--- src/logic/pqp_cfg.svh ---
// What this block does
// - Each of the eight received priorities picks one of four queues via a 2-bit entry.
// - Untagged frames get a tag of default VLAN id, canonical flag and priority.
// - Four 12-bit receive queue limits, two per register, in 4K-byte units.
// - A queue limit field of all ones turns that queue's limiting off; this is the reset value.
// - Four 12-bit transmit queue limits, two per register, in 4K-byte units.
// - Two 12-bit whole-port ingress and egress limits give bytes allowed per window.
// - A port limit field of all ones turns that port limit off; this is the reset value.
// - The window is a 27-bit cycle count, resetting to one second at 10 ns.
// - With flow control on and pause inactive, a page count above the high mark requests pause-on.
// - With flow control on and pause active, a page count below the low mark requests pause-off.
// - Four 4-bit queue weights reset to all ones; queue 0 at all ones turns weighting off.
// - Weighted scheduling counts 128-byte pages, not packets.
// - A 48-bit expected destination spans two registers, top byte in bits 7:0 of the first.
// - With destination matching on, unicast frames to other addresses are dropped.
// - Port ingress and egress limiting each act only while their own enable bit is set.
`ifndef PQP_CFG_SVH
`define PQP_CFG_SVH

// ----------------------------------------
// Register offsets
// ----------------------------------------
`define PQP_OFF_QMAP 12'h284
`define PQP_OFF_DTAG 12'h288
`define PQP_OFF_RXLIM_LO 12'h28c
`define PQP_OFF_RXLIM_HI 12'h290
`define PQP_OFF_TXLIM_LO 12'h294
`define PQP_OFF_TXLIM_HI 12'h298
`define PQP_OFF_PLIM 12'h29c
`define PQP_OFF_WIN 12'h2a0
`define PQP_OFF_WMARK 12'h2a4
`define PQP_OFF_WEIGHT 12'h2a8
`define PQP_OFF_DMAC_HI 12'h2b0
`define PQP_OFF_DMAC_LO 12'h2b4
`define PQP_OFF_CTRL 12'h2c0
`define PQP_OFF_STAT 12'h2c4

// ----------------------------------------
// Field positions and reset values
// ----------------------------------------
`define PQP_HI_LSB 16
`define PQP_CTRL_FC 0
`define PQP_CTRL_RXEN 16
`define PQP_CTRL_TXEN 17
`define PQP_CTRL_DMEN 18
`define PQP_RST_QMAP 16'hfa50
`define PQP_RST_DTAG 16'h0001
`define PQP_LIM_OFF 12'hfff
`define PQP_RST_WIN 27'h5f5_e100
`define PQP_RST_HIMARK 8'h28
`define PQP_RST_LOMARK 8'h14
`define PQP_RST_WEIGHT 16'hffff
`define PQP_WEIGHT_OFF 4'hf
`define PQP_PAGE_SHIFT 7
`define PQP_PAGE_ROUND 16'h007f
`define PQP_MCAST_BIT 40
`define PQP_FIFO_DEPTH 16

`endif

--- src/logic/pqp_pkg.sv ---
package pqp_pkg;

    typedef struct packed {
        logic [15:0] qmap;
        logic [15:0] dtag;
        logic [3:0][11:0] rxlim;
        logic [3:0][11:0] txlim;
        logic [11:0] plim_in;
        logic [11:0] plim_eg;
        logic [26:0] win_len;
        logic [7:0] himark;
        logic [7:0] lomark;
        logic [15:0] weights;
        logic [47:0] dmac;
        logic fc_en;
        logic rx_en;
        logic tx_en;
        logic dm_en;
        logic [26:0] win_cnt;
        logic [3:0][24:0] rx_acc;
        logic [3:0][24:0] tx_acc;
        logic [24:0] rx_pacc;
        logic [24:0] tx_pacc;
        logic [3:0][15:0] pages;
        logic pause_active;
        logic pause_on;
        logic pause_off;
        logic bvalid;
        logic [1:0] bresp;
        logic rvalid;
        logic [1:0] rresp;
        logic [31:0] rdata;
    } pqp_state_t;

    typedef enum logic [1:0] {
        PQP_RESP_OKAY = 2'b00,
        PQP_RESP_SLVERR = 2'b10
    } pqp_resp_t;

endpackage

--- src/logic/pqp_top.sv ---
`timescale 1ns/100ps
`include "pqp_cfg.svh"

// ----------------------------------------
// Descriptor FIFO
// ----------------------------------------
module pqp_fifo #(
    parameter int W = 35,
    parameter int DEPTH = 16
) (
    // Clock and reset
    input wire logic core_clk,
    input wire logic rst_n,
    // Fill side
    input wire logic in_valid,
    output logic in_ready,
    input wire logic [W-1:0] in_data,
    // Drain side
    output logic out_valid,
    input wire logic out_ready,
    output logic [W-1:0] out_data
);
    localparam int AW = $clog2(DEPTH);
    localparam logic [AW:0] FULL = (AW+1)'(DEPTH);

    typedef struct packed {
        logic [DEPTH-1:0][W-1:0] mem;
        logic [AW-1:0] wp;
        logic [AW-1:0] rp;
        logic [AW:0] cnt;
    } pqp_fifo_st_t;

    pqp_fifo_st_t st_reg;
    pqp_fifo_st_t st_next;
    logic push;
    logic pop;

    assign in_ready = st_reg.cnt != FULL;
    assign out_valid = st_reg.cnt != '0;
    assign out_data = st_reg.mem[st_reg.rp];
    assign push = in_valid && in_ready;
    assign pop = out_valid && out_ready;

    always_comb begin
        st_next = st_reg;
        if (push) begin
            st_next.mem[st_reg.wp] = in_data;
            st_next.wp = st_reg.wp + 1'b1;
        end
        if (pop) begin
            st_next.rp = st_reg.rp + 1'b1;
        end
        if (push && !pop) begin
            st_next.cnt = st_reg.cnt + 1'b1;
        end else if (pop && !push) begin
            st_next.cnt = st_reg.cnt - 1'b1;
        end
    end

    always_ff @(posedge core_clk or negedge rst_n) begin
        if (!rst_n) begin
            st_reg <= '0;
        end else begin
            st_reg <= st_next;
        end
    end

    property p_fifo_full;
        @(posedge core_clk) disable iff (!rst_n)
        (st_reg.cnt == FULL) && !pop |-> !in_ready ##1 st_reg.cnt == FULL;
    endproperty
    a_fifo_full: assert property (p_fifo_full) else $error("fifo took data while full");
endmodule

// ----------------------------------------
// Port policy block
// ----------------------------------------
module pqp_top #(
    parameter int FIFO_W = 35,
    parameter int FIFO_DEPTH = `PQP_FIFO_DEPTH
) (
    // Clock and reset
    input wire logic core_clk,
    input wire logic rst_n,
    // AXI4-Lite slave
    input wire logic [31:0] s_axi_awaddr,
    input wire logic s_axi_awvalid,
    output logic s_axi_awready,
    input wire logic [31:0] s_axi_wdata,
    input wire logic [3:0] s_axi_wstrb,
    input wire logic s_axi_wvalid,
    output logic s_axi_wready,
    output logic [1:0] s_axi_bresp,
    output logic s_axi_bvalid,
    input wire logic s_axi_bready,
    input wire logic [31:0] s_axi_araddr,
    input wire logic s_axi_arvalid,
    output logic s_axi_arready,
    output logic [31:0] s_axi_rdata,
    output logic [1:0] s_axi_rresp,
    output logic s_axi_rvalid,
    input wire logic s_axi_rready,
    // Receive frame descriptors
    input wire logic rx_valid,
    output logic rx_ready,
    input wire logic [2:0] rx_prio,
    input wire logic rx_tagged,
    input wire logic [47:0] rx_dest,
    input wire logic [15:0] rx_len,
    // Queued descriptors to buffer manager
    output logic q_valid,
    input wire logic q_ready,
    output logic [FIFO_W-1:0] q_data,
    // Transmit frame descriptors
    input wire logic tx_valid,
    output logic tx_ready,
    input wire logic [1:0] tx_queue,
    input wire logic [15:0] tx_len,
    // Flow control
    input wire logic [7:0] rx_page_count,
    output logic pause_on_req,
    output logic pause_off_req,
    output logic pause_active,
    // Scheduler settings
    output logic [15:0] sched_weights,
    output logic weighted_sched_en,
    output logic [63:0] sched_pages
);
    pqp_pkg::pqp_state_t st_reg;
    pqp_pkg::pqp_state_t st_next;

    logic wr_fire;
    logic rd_fire;
    logic [32:0] wr_old;
    logic [32:0] rd_word;
    logic [31:0] bmask;
    logic [31:0] wval;
    logic [2:0] eff_prio;
    logic [1:0] rx_q;
    logic rx_q_hit;
    logic rx_p_hit;
    logic dm_drop;
    logic rx_hold;
    logic rx_push;
    logic fifo_in_ready;
    logic tx_q_hit;
    logic tx_p_hit;
    logic tx_fire;
    logic win_tick;
    logic [27:0] win_cnt_inc;
    logic [16:0] tx_pg_sum;
    logic [15:0] tx_pg;
    logic [FIFO_W-1:0] rx_word;

    // ----------------------------------------
    // Helpers
    // ----------------------------------------
    function automatic logic lim_hit(input logic [24:0] acc, input logic [11:0] lim);
        lim_hit = (lim != `PQP_LIM_OFF) && (acc >= {1'b0, lim, 12'h000});
    endfunction

    // Saturates once bit 24 is set, just above the largest 12-bit limit
    function automatic logic [24:0] acc_add(input logic [24:0] acc, input logic [15:0] len);
        acc_add = acc[24] ? acc : acc + {9'h000, len};
    endfunction

    // Read view; unused and reserved bits are zero
    function automatic logic [32:0] reg_read(input pqp_pkg::pqp_state_t s,
                                             input logic [11:0] a);
        reg_read = '0;
        case ({a[11:2], 2'b00})
            `PQP_OFF_QMAP: reg_read = {1'b1, 16'h0000, s.qmap};
            `PQP_OFF_DTAG: reg_read = {1'b1, 16'h0000, s.dtag};
            `PQP_OFF_RXLIM_LO: reg_read = {1'b1, 4'h0, s.rxlim[1], 4'h0, s.rxlim[0]};
            `PQP_OFF_RXLIM_HI: reg_read = {1'b1, 4'h0, s.rxlim[3], 4'h0, s.rxlim[2]};
            `PQP_OFF_TXLIM_LO: reg_read = {1'b1, 4'h0, s.txlim[1], 4'h0, s.txlim[0]};
            `PQP_OFF_TXLIM_HI: reg_read = {1'b1, 4'h0, s.txlim[3], 4'h0, s.txlim[2]};
            `PQP_OFF_PLIM: reg_read = {1'b1, 4'h0, s.plim_eg, 4'h0, s.plim_in};
            `PQP_OFF_WIN: reg_read = {1'b1, 5'h00, s.win_len};
            `PQP_OFF_WMARK: reg_read = {1'b1, 16'h0000, s.lomark, s.himark};
            `PQP_OFF_WEIGHT: reg_read = {1'b1, 16'h0000, s.weights};
            `PQP_OFF_DMAC_HI: reg_read = {1'b1, s.dmac[23:16], s.dmac[31:24],
                                          s.dmac[39:32], s.dmac[47:40]};
            `PQP_OFF_DMAC_LO: reg_read = {1'b1, 16'h0000, s.dmac[7:0], s.dmac[15:8]};
            `PQP_OFF_CTRL: reg_read = {1'b1, 13'h0000, s.dm_en, s.tx_en, s.rx_en,
                                       15'h0000, s.fc_en};
            `PQP_OFF_STAT: reg_read = {1'b1, 31'h0000_0000, s.pause_active};
            default: reg_read = '0;
        endcase
    endfunction

    // ----------------------------------------
    // Bus decode
    // ----------------------------------------
    // Write address and data are taken together, one write at a time
    assign wr_fire = s_axi_awvalid && s_axi_wvalid && !st_reg.bvalid;
    assign s_axi_awready = wr_fire;
    assign s_axi_wready = wr_fire;
    assign rd_fire = s_axi_arvalid && !st_reg.rvalid;
    assign s_axi_arready = rd_fire;
    assign wr_old = reg_read(st_reg, s_axi_awaddr[11:0]);
    assign rd_word = reg_read(st_reg, s_axi_araddr[11:0]);
    assign bmask = {{8{s_axi_wstrb[3]}}, {8{s_axi_wstrb[2]}},
                    {8{s_axi_wstrb[1]}}, {8{s_axi_wstrb[0]}}};
    assign wval = (wr_old[31:0] & ~bmask) | (s_axi_wdata & bmask);

    // ----------------------------------------
    // Receive path
    // ----------------------------------------
    assign eff_prio = rx_tagged ? rx_prio : st_reg.dtag[15:13];
    assign rx_q = st_reg.qmap[{eff_prio, 1'b0} +: 2];
    assign dm_drop = st_reg.dm_en && !rx_dest[`PQP_MCAST_BIT]
                     && (rx_dest != st_reg.dmac);
    assign rx_q_hit = lim_hit(st_reg.rx_acc[rx_q], st_reg.rxlim[rx_q]);
    assign rx_p_hit = st_reg.rx_en && lim_hit(st_reg.rx_pacc, st_reg.plim_in);
    assign rx_hold = !dm_drop && (rx_q_hit || rx_p_hit);
    // Dropped frames are consumed at once; held ones wait for the next window
    assign rx_ready = dm_drop || (!rx_hold && fifo_in_ready);
    assign rx_push = rx_valid && !dm_drop && !rx_hold;
    // Word: queue, insert flag, tag to insert, length
    assign rx_word = {rx_q, !rx_tagged, st_reg.dtag, rx_len};

    pqp_fifo #(
        .W(FIFO_W),
        .DEPTH(FIFO_DEPTH)
    ) u_fifo (
        .core_clk(core_clk),
        .rst_n(rst_n),
        .in_valid(rx_push),
        .in_ready(fifo_in_ready),
        .in_data(rx_word),
        .out_valid(q_valid),
        .out_ready(q_ready),
        .out_data(q_data)
    );

    // ----------------------------------------
    // Transmit path
    // ----------------------------------------
    assign tx_q_hit = lim_hit(st_reg.tx_acc[tx_queue], st_reg.txlim[tx_queue]);
    assign tx_p_hit = st_reg.tx_en && lim_hit(st_reg.tx_pacc, st_reg.plim_eg);
    assign tx_ready = !(tx_q_hit || tx_p_hit);
    assign tx_fire = tx_valid && tx_ready;
    assign tx_pg_sum = {1'b0, tx_len} + {1'b0, `PQP_PAGE_ROUND};
    assign tx_pg = 16'(tx_pg_sum >> `PQP_PAGE_SHIFT);

    // ----------------------------------------
    // Window timer
    // ----------------------------------------
    assign win_cnt_inc = {1'b0, st_reg.win_cnt} + 28'h000_0001;
    assign win_tick = win_cnt_inc >= {1'b0, st_reg.win_len};

    always_comb begin
        st_next = st_reg;
        st_next.pause_on = 1'b0;
        st_next.pause_off = 1'b0;
        // Bus answers
        if (st_reg.bvalid && s_axi_bready) begin
            st_next.bvalid = 1'b0;
        end
        if (st_reg.rvalid && s_axi_rready) begin
            st_next.rvalid = 1'b0;
        end
        if (rd_fire) begin
            st_next.rvalid = 1'b1;
            st_next.rdata = rd_word[31:0];
            st_next.rresp = rd_word[32] ? pqp_pkg::PQP_RESP_OKAY : pqp_pkg::PQP_RESP_SLVERR;
        end
        if (wr_fire) begin
            st_next.bvalid = 1'b1;
            st_next.bresp = wr_old[32] ? pqp_pkg::PQP_RESP_OKAY : pqp_pkg::PQP_RESP_SLVERR;
            // Only defined fields are stored, reserved bits drop out
            case ({s_axi_awaddr[11:2], 2'b00})
                `PQP_OFF_QMAP: st_next.qmap = wval[15:0];
                `PQP_OFF_DTAG: st_next.dtag = wval[15:0];
                `PQP_OFF_RXLIM_LO: st_next.rxlim[1:0] = {wval[27:16], wval[11:0]};
                `PQP_OFF_RXLIM_HI: st_next.rxlim[3:2] = {wval[27:16], wval[11:0]};
                `PQP_OFF_TXLIM_LO: st_next.txlim[1:0] = {wval[27:16], wval[11:0]};
                `PQP_OFF_TXLIM_HI: st_next.txlim[3:2] = {wval[27:16], wval[11:0]};
                `PQP_OFF_PLIM: begin
                    st_next.plim_in = wval[11:0];
                    st_next.plim_eg = wval[27:16];
                end
                `PQP_OFF_WIN: st_next.win_len = wval[26:0];
                `PQP_OFF_WMARK: {st_next.lomark, st_next.himark} = wval[15:0];
                `PQP_OFF_WEIGHT: st_next.weights = wval[15:0];
                `PQP_OFF_DMAC_HI: st_next.dmac[47:16] = {wval[7:0], wval[15:8],
                                                         wval[23:16], wval[31:24]};
                `PQP_OFF_DMAC_LO: st_next.dmac[15:0] = {wval[7:0], wval[15:8]};
                `PQP_OFF_CTRL: begin
                    st_next.fc_en = wval[`PQP_CTRL_FC];
                    st_next.rx_en = wval[`PQP_CTRL_RXEN];
                    st_next.tx_en = wval[`PQP_CTRL_TXEN];
                    st_next.dm_en = wval[`PQP_CTRL_DMEN];
                end
                default: st_next.bresp = pqp_pkg::PQP_RESP_SLVERR;
            endcase
        end
        // Byte accounting
        if (rx_push && fifo_in_ready) begin
            st_next.rx_acc[rx_q] = acc_add(st_reg.rx_acc[rx_q], rx_len);
            st_next.rx_pacc = acc_add(st_reg.rx_pacc, rx_len);
        end
        if (tx_fire) begin
            st_next.tx_acc[tx_queue] = acc_add(st_reg.tx_acc[tx_queue], tx_len);
            st_next.tx_pacc = acc_add(st_reg.tx_pacc, tx_len);
            if (st_reg.pages[tx_queue] != 16'hffff) begin
                st_next.pages[tx_queue] = st_reg.pages[tx_queue] + tx_pg;
            end
        end
        // Window end clears all counts; traffic in that cycle is forgiven
        if (win_tick) begin
            st_next.win_cnt = '0;
            st_next.rx_acc = '0;
            st_next.tx_acc = '0;
            st_next.rx_pacc = '0;
            st_next.tx_pacc = '0;
            st_next.pages = '0;
        end else begin
            st_next.win_cnt = win_cnt_inc[26:0];
        end
        // Pause watermarks
        if (!st_reg.fc_en) begin
            st_next.pause_active = 1'b0;
        end else if (!st_reg.pause_active && rx_page_count > st_reg.himark) begin
            st_next.pause_active = 1'b1;
            st_next.pause_on = 1'b1;
        end else if (st_reg.pause_active && rx_page_count < st_reg.lomark) begin
            st_next.pause_active = 1'b0;
            st_next.pause_off = 1'b1;
        end
    end

    always_ff @(posedge core_clk or negedge rst_n) begin
        if (!rst_n) begin
            st_reg <= '0;
            st_reg.qmap <= `PQP_RST_QMAP;
            st_reg.dtag <= `PQP_RST_DTAG;
            st_reg.rxlim <= {4{`PQP_LIM_OFF}};
            st_reg.txlim <= {4{`PQP_LIM_OFF}};
            st_reg.plim_in <= `PQP_LIM_OFF;
            st_reg.plim_eg <= `PQP_LIM_OFF;
            st_reg.win_len <= `PQP_RST_WIN;
            st_reg.himark <= `PQP_RST_HIMARK;
            st_reg.lomark <= `PQP_RST_LOMARK;
            st_reg.weights <= `PQP_RST_WEIGHT;
        end else begin
            st_reg <= st_next;
        end
    end

    // ----------------------------------------
    // Outputs
    // ----------------------------------------
    assign s_axi_bvalid = st_reg.bvalid;
    assign s_axi_bresp = st_reg.bresp;
    assign s_axi_rvalid = st_reg.rvalid;
    assign s_axi_rresp = st_reg.rresp;
    assign s_axi_rdata = st_reg.rdata;
    assign pause_on_req = st_reg.pause_on;
    assign pause_off_req = st_reg.pause_off;
    assign pause_active = st_reg.pause_active;
    assign sched_weights = st_reg.weights;
    assign weighted_sched_en = st_reg.weights[3:0] != `PQP_WEIGHT_OFF;
    assign sched_pages = st_reg.pages;

    // ----------------------------------------
    // Checks
    // ----------------------------------------
    property p_map_queue;
        @(posedge core_clk) disable iff (!rst_n)
        rx_valid && rx_ready && !dm_drop |-> rx_word[34:33] == st_reg.qmap[{eff_prio, 1'b0} +: 2];
    endproperty
    a_map_queue: assert property (p_map_queue) else $error("queue not from map");

    property p_dm_drop;
        @(posedge core_clk) disable iff (!rst_n)
        rx_valid && st_reg.dm_en && !rx_dest[40] && rx_dest != st_reg.dmac |-> rx_ready && !rx_push;
    endproperty
    a_dm_drop: assert property (p_dm_drop) else $error("foreign unicast not dropped");

    property p_rx_hold;
        @(posedge core_clk) disable iff (!rst_n)
        st_reg.rxlim[rx_q] != 12'hfff && st_reg.rx_acc[rx_q] >= {1'b0, st_reg.rxlim[rx_q], 12'h000}
        && !dm_drop |-> !rx_ready;
    endproperty
    a_rx_hold: assert property (p_rx_hold) else $error("queue over limit accepted");

    property p_port_enable;
        @(posedge core_clk) disable iff (!rst_n)
        !st_reg.tx_en && tx_ready == 1'b0 |-> tx_q_hit;
    endproperty
    a_port_enable: assert property (p_port_enable) else $error("port limit while off");

    property p_window;
        @(posedge core_clk) disable iff (!rst_n)
        win_tick |=> st_reg.win_cnt == 27'h000_0000 && st_reg.rx_pacc == 25'h000_0000;
    endproperty
    a_window: assert property (p_window) else $error("window end did not clear");

    property p_pause_on;
        @(posedge core_clk) disable iff (!rst_n)
        st_reg.fc_en && !st_reg.pause_active && rx_page_count > st_reg.himark
        |=> pause_on_req && pause_active ##1 !pause_on_req;
    endproperty
    a_pause_on: assert property (p_pause_on) else $error("pause on missing");

    property p_pause_off;
        @(posedge core_clk) disable iff (!rst_n)
        st_reg.fc_en && st_reg.pause_active && rx_page_count < st_reg.lomark
        |=> pause_off_req && !pause_active;
    endproperty
    a_pause_off: assert property (p_pause_off) else $error("pause off missing");

    property p_write_resp;
        @(posedge core_clk) disable iff (!rst_n)
        wr_fire |=> s_axi_bvalid && !s_axi_awready;
    endproperty
    a_write_resp: assert property (p_write_resp) else $error("write not answered");

    property p_read_zero;
        @(posedge core_clk) disable iff (!rst_n)
        rd_fire && s_axi_araddr[11:0] == 12'h28c |=> s_axi_rvalid && s_axi_rdata[31:28] == 4'h0
        && s_axi_rdata[15:12] == 4'h0;
    endproperty
    a_read_zero: assert property (p_read_zero) else $error("reserved bits read nonzero");
endmodule

--- config.mk ---
export PLATFORM = sky130hd
export DESIGN_NAME = pqp_top
export DESIGN_NICKNAME = d
export VERILOG_FILES = /design/src/logic/pqp_pkg.sv /design/src/logic/pqp_top.sv
export VERILOG_INCLUDE_DIRS = /design/src /design/src/logic
export SDC_FILE = /design/constraint.sdc
export NUM_CORES = 2
export LEC_CHECK = 0
export BUFFER_PORTS_ARGS = -buffer_cell sky130_fd_sc_hd__buf_4
export CORE_ASPECT_RATIO = 1.4
export CORE_UTILIZATION = 58
export CTS_BUF_LIST = sky130_fd_sc_hd__clkbuf_8
export DETAILED_ROUTE_END_ITERATION = 8
export PLACE_DENSITY = 0.77
export SYNTH_ARGS = -nofsm -noshare
export SYNTH_HDL_FRONTEND = slang
export SYNTH_SLANG_ARGS = --single-unit
--- constraint.sdc ---
create_clock -name core_clk -period 6.2 [get_ports core_clk]
set_input_delay 0.62 -clock core_clk [delete_from_list [all_inputs] [get_ports core_clk]]
set_output_delay 0.62 -clock core_clk [all_outputs]
set_load 0.1 [all_outputs]
==> results.json <==
{
  "outcome": "finished with violations",
  "violations": "design-rule violations",
  "final-max-slew-violation-count": 0,
  "post_synth_instance_area_sq_um": 65100,
  "die_w_um": 285,
  "rr_endpoint": "st_reg[348]",
  "worstPathRequired_ns": 5.58,
  "min_to": "u_fifo.st_reg[465]",
  "smallest_setup_slack_after_layout_ns": 0.270,
  "rsz0062_at_grt": "false",
  "global_route_wire_length_before_repair_mm": 303,
  "pwr-share-clk_pct": 30.3,
  "post_synth_num_cell_types": 96,
  "cts_inserted_buffers": 184,
  "cts_tree": "built",
  "switching_power_mw": 8.13,
  "timing.critical_path.slowest_stage_cell": "sky130_fd_sc_hd__dfrtp_2",
  "p_leak_nw": 32.2,
  "place_ws_ns": 0.327,
  "worst_case_headroom_to_the_max_slew_limit_pct": 8.81,
  "globalRoute.totalOverflow": 0,
  "power.sequential.fraction_pct": 40.8,
  "hp-class": "in2reg",
  "postSynthRegisterBits": 1216,
  "period_minus_slack_ns": 5.93,
  "final_cell_mix": "sky130_fd_sc_hd__dfrtp_1, sky130_fd_sc_hd__nand2_1, sky130_fd_sc_hd__buf_4, sky130_fd_sc_hd__o21ai_0, sky130_fd_sc_hd__mux2_2",
  "min-delay-start": "rx_tagged",
  "whs_ns": 0.0657,
  "ant_nets": 0,
  "largest_register_ffs": 573,
  "r2r_cells": 21,
  "synth_sequential_area_ratio_pct": 47.0,
  "power.density_nw_per_um2": 328,
  "path_class": "reg2out",
  "detail_route.iter0.violations": 5572,
  "hold_path_depth": 2,
  "globalplace.congestion": 1.03,
  "crit-reg2reg-launch": "rx_word[29]",
  "post-dp-hpwl_mm": 132,
  "critical_path_cell_by_cell": "nor2b_1, o22a_1, o221ai_4, a22o_4, buf_4, a21oi_1, a22o_1, inv_1, ha_1, and4_1, a21oi_1, o211a_1, o211a_1, nor2b_1, o21ai_0, nand2b_1, buf_6",
  "place.port_buffers": 320,
  "synthArstFlopShare_pct": 100,
  "grt_pass1_vias": 49400,
  "cp_data_arrival_time_ns": 5.31,
  "vias": 48300,
  "floorplan.die.height_um": 398,
  "proportion_of_layout_cells_with_a_drive_suffix_above_1_pct": 30.0,
  "route.detailed.wl_per_inst_um": 27.0,
  "routed_wl_mm": 199,
  "synthFlopType": "sky130_fd_sc_hd__dfrtp_1",
  "finish.net_count": 6112,
  "syn-mean-instance-area_sq_um": 11.7,
  "finalSetupViolCount": 0,
  "core_region_area_sq_um": 111000,
  "finalCritPeriodShare_pct": 95.6,
  "synth_enable_flop_cells": 0,
  "synth-warning-count": 0,
  "grt_antenna_before_repair": 5,
  "maxClockFrequency_mhz": 169,
  "critical_path.n_buffers_inverters": 3,
  "ir_worst_vdd_v": 0.000868,
  "cts.sink_count": 1216,
  "postSynthCellCount": 5568,
  "timing.critical_path.to_type": "output pin",
  "post_drt_via_cell_ratio": 6.57,
  "drc": 7,
  "timing.setup.tns_ns": 0,
  "critical_path.top_delay_family": "compound AO/OA/AOI/OAI gates",
  "p_comb_share_pct": 28.9,
  "crit_path_max_incr_delay_ns": 0.52,
  "fin_worst_skew_ns": 0.0646,
  "net_sw_share_pct": 34.4,
  "clkTransAtPathRegs_ns": 0.07,
  "hold_viol_final": 0,
  "pin_count_of_the_biggest_net_entering_global_routing": 195,
  "clock_tree.htree_level_count": 4,
  "final_standard_cell_count_with_taps_included_and_fillers_excluded": 7353,
  "r2r_slack_ns": 0.66,
  "detailedRoute.firstPassIterationCount": 9,
  "finish.utilization_pct": 64.7,
  "number_of_placed_instances_taps_included": 7000,
  "grtUsageTotal_pct": 35.2,
  "syn_to_final_growth_pct": 10.7,
  "path_max_fanout": 36,
  "ctsLongestPathBuffers": 3,
  "timing_worst_slew_pin_value_ns": 1.36,
  "power.internal_mw": 15.5,
  "fill_cells": 8407,
  "timing.critical_path.from_type": "register",
  "io-pin-count": 367,
  "placementRows": 145,
  "maxCapViolations": 0,
  "initial_core_util_pct": 58.4,
  "floorplan.die_area_sq_um": 114000,
  "ctsRootBufferMaster": "sky130_fd_sc_hd__clkbuf_8",
  "most_frequent_standard_cell_in_the_layout_excluding_fill_and_tap_cells": "sky130_fd_sc_hd__dfrtp_1",
  "clkLatencyLatePin_ns": 0.94
}
-- layout make-up --
cell class                      count  area [sq um]  share of cell area [%]
Antenna cell                        2          5.00                 0.00695
Clock buffer                      233          3210                    4.45
Clock inverter                    106           783                    1.09
Inverter                          152           571                   0.792
Multi-Input combinational cell   3698         31100                    43.1
Sequential cell                  1216         30600                    42.5
Tap cell                         1470          1840                    2.55
Timing Repair Buffer              476          3930                    5.45
-- cells by family (layout without fill, tap and decap cells) --
group | after synthesis | in the layout | synth area share [%]
other | 1 | 4 | 0.00576
AND/OR/NAND/NOR | 1313 | 1313 | 9.13
XOR/XNOR | 189 | 189 | 2.54
multiplexers | 876 | 876 | 20.1
adder cells (fa/ha/maj) | 180 | 180 | 3.53
flip-flops | 1216 | 1216 | 47.0
buffers and inverters | 655 | 967 | 5.39
AO/OA/AOI/OAI | 1138 | 1138 | 12.2
-- cells in the mapped netlist (7+ instances only) --
library cell / count / share of area [%]
sky130_fd_sc_hd__a222oi_1: 66 / 1.0
sky130_fd_sc_hd__o22a_1: 7 / 0.094
sky130_fd_sc_hd__o31ai_1: 16 / 0.18
sky130_fd_sc_hd__mux2_2: 357 / 6.2
sky130_fd_sc_hd__a211oi_1: 24 / 0.28
sky130_fd_sc_hd__clkbuf_1: 237 / 1.4
sky130_fd_sc_hd__a221oi_1: 39 / 0.52
sky130_fd_sc_hd__a21o_1: 39 / 0.45
sky130_fd_sc_hd__nand2_1: 596 / 3.4
sky130_fd_sc_hd__o21bai_1: 9 / 0.10
sky130_fd_sc_hd__o21a_1: 19 / 0.22
sky130_fd_sc_hd__a22o_1: 163 / 2.2
sky130_fd_sc_hd__buf_12: 14 / 0.43
sky130_fd_sc_hd__a41oi_1: 10 / 0.13
sky130_fd_sc_hd__nor2_1: 289 / 1.7
sky130_fd_sc_hd__a31oi_1: 32 / 0.31
sky130_fd_sc_hd__buf_4: 154 / 1.8
sky130_fd_sc_hd__nand3_1: 87 / 0.67
sky130_fd_sc_hd__a22oi_1: 104 / 1.2
sky130_fd_sc_hd__dfrtp_1: 1055 / 41
sky130_fd_sc_hd__xnor2_1: 130 / 1.7
sky130_fd_sc_hd__o2bb2ai_1: 48 / 0.65
sky130_fd_sc_hd__a211o_1: 11 / 0.15
sky130_fd_sc_hd__o21ai_0: 375 / 2.9
sky130_fd_sc_hd__nand2b_1: 22 / 0.21
sky130_fd_sc_hd__xor2_1: 59 / 0.79
sky130_fd_sc_hd__buf_6: 12 / 0.21
sky130_fd_sc_hd__a21oi_1: 113 / 0.87
sky130_fd_sc_hd__nor2b_1: 44 / 0.42
sky130_fd_sc_hd__mux4_2: 228 / 7.9
sky130_fd_sc_hd__inv_1: 151 / 0.87
sky130_fd_sc_hd__mux2i_1: 85 / 1.3
sky130_fd_sc_hd__and3_1: 52 / 0.50
sky130_fd_sc_hd__buf_2: 42 / 0.32
sky130_fd_sc_hd__buf_8: 9 / 0.21
sky130_fd_sc_hd__nor3_1: 45 / 0.35
sky130_fd_sc_hd__a221o_1: 7 / 0.11
sky130_fd_sc_hd__buf_1: 35 / 0.20
sky130_fd_sc_hd__mux2_4: 204 / 4.7
sky130_fd_sc_hd__nor4_1: 32 / 0.31
sky130_fd_sc_hd__dfstp_2: 161 / 6.5
sky130_fd_sc_hd__ha_1: 174 / 3.3
sky130_fd_sc_hd__nand4_1: 72 / 0.69
sky130_fd_sc_hd__and2_1: 29 / 0.28
-- power groups by stage --
stage / Clock (mW) / Combinational (mW) / Sequential [mW]
3_3_place_gp: 0 / 6.71 / 9.69
6_report: 7.17 / 6.84 / 9.65
2_1_floorplan: 0 / 5.33 / 9.36
3_5_place_dp: 0 / 6.82 / 9.76
4_1_cts: 7.24 / 6.85 / 9.63
5_1_grt: 7.58 / 7.21 / 9.76
-- through the flow --
| stage | total power, mW | instance area, sq um |
|---|---|---|
| final | 23.7 | 72100 |
| after global routing | 24.6 | 72100 |
| after CTS | 23.7 | 72000 |
| after detailed placement | 16.6 | 67900 |
| after global placement | 16.4 | 67900 |
| after floorplan | 14.7 | 65100 |
-- how the worst max path moves through the flow --
stage	from	to	slack (ns)	cells past startpoint
3_5_place_dp	rx_tagged	st_reg[323]	0.33	20
4_1_cts	rx_word[29]	rx_ready	0.01	17
5_1_grt	rx_word[29]	rx_ready	0.01	19
2_1_floorplan	rx_tagged	u_fifo.st_reg[4]	0.12	33
6_report	rx_word[29]	rx_ready	0.27	17
3_3_place_gp	rx_tagged	st_reg[323]	0.39	20
-- what timing repair did --
item,CTS,global route
pin swaps,0,1
resized for setup,1,4
hold buffers,10,0
buffers inserted,0,2
endpoints found under the setup margin,1,1
hold endpoints to repair,88,0
-- metal layers --
metal | up-vias | track usage, % | part of all wire (%)
li1 | 20600 | - | -
met1 | 24400 | 43.4 | 37
met2 | 2576 | 56.5 | 47
met3 | 751 | 8.15 | 8.9
met4 | 8 | 21.6 | 7.0
met5 | - | 0 | 0.025
Power figures use the tool's default switching activity.
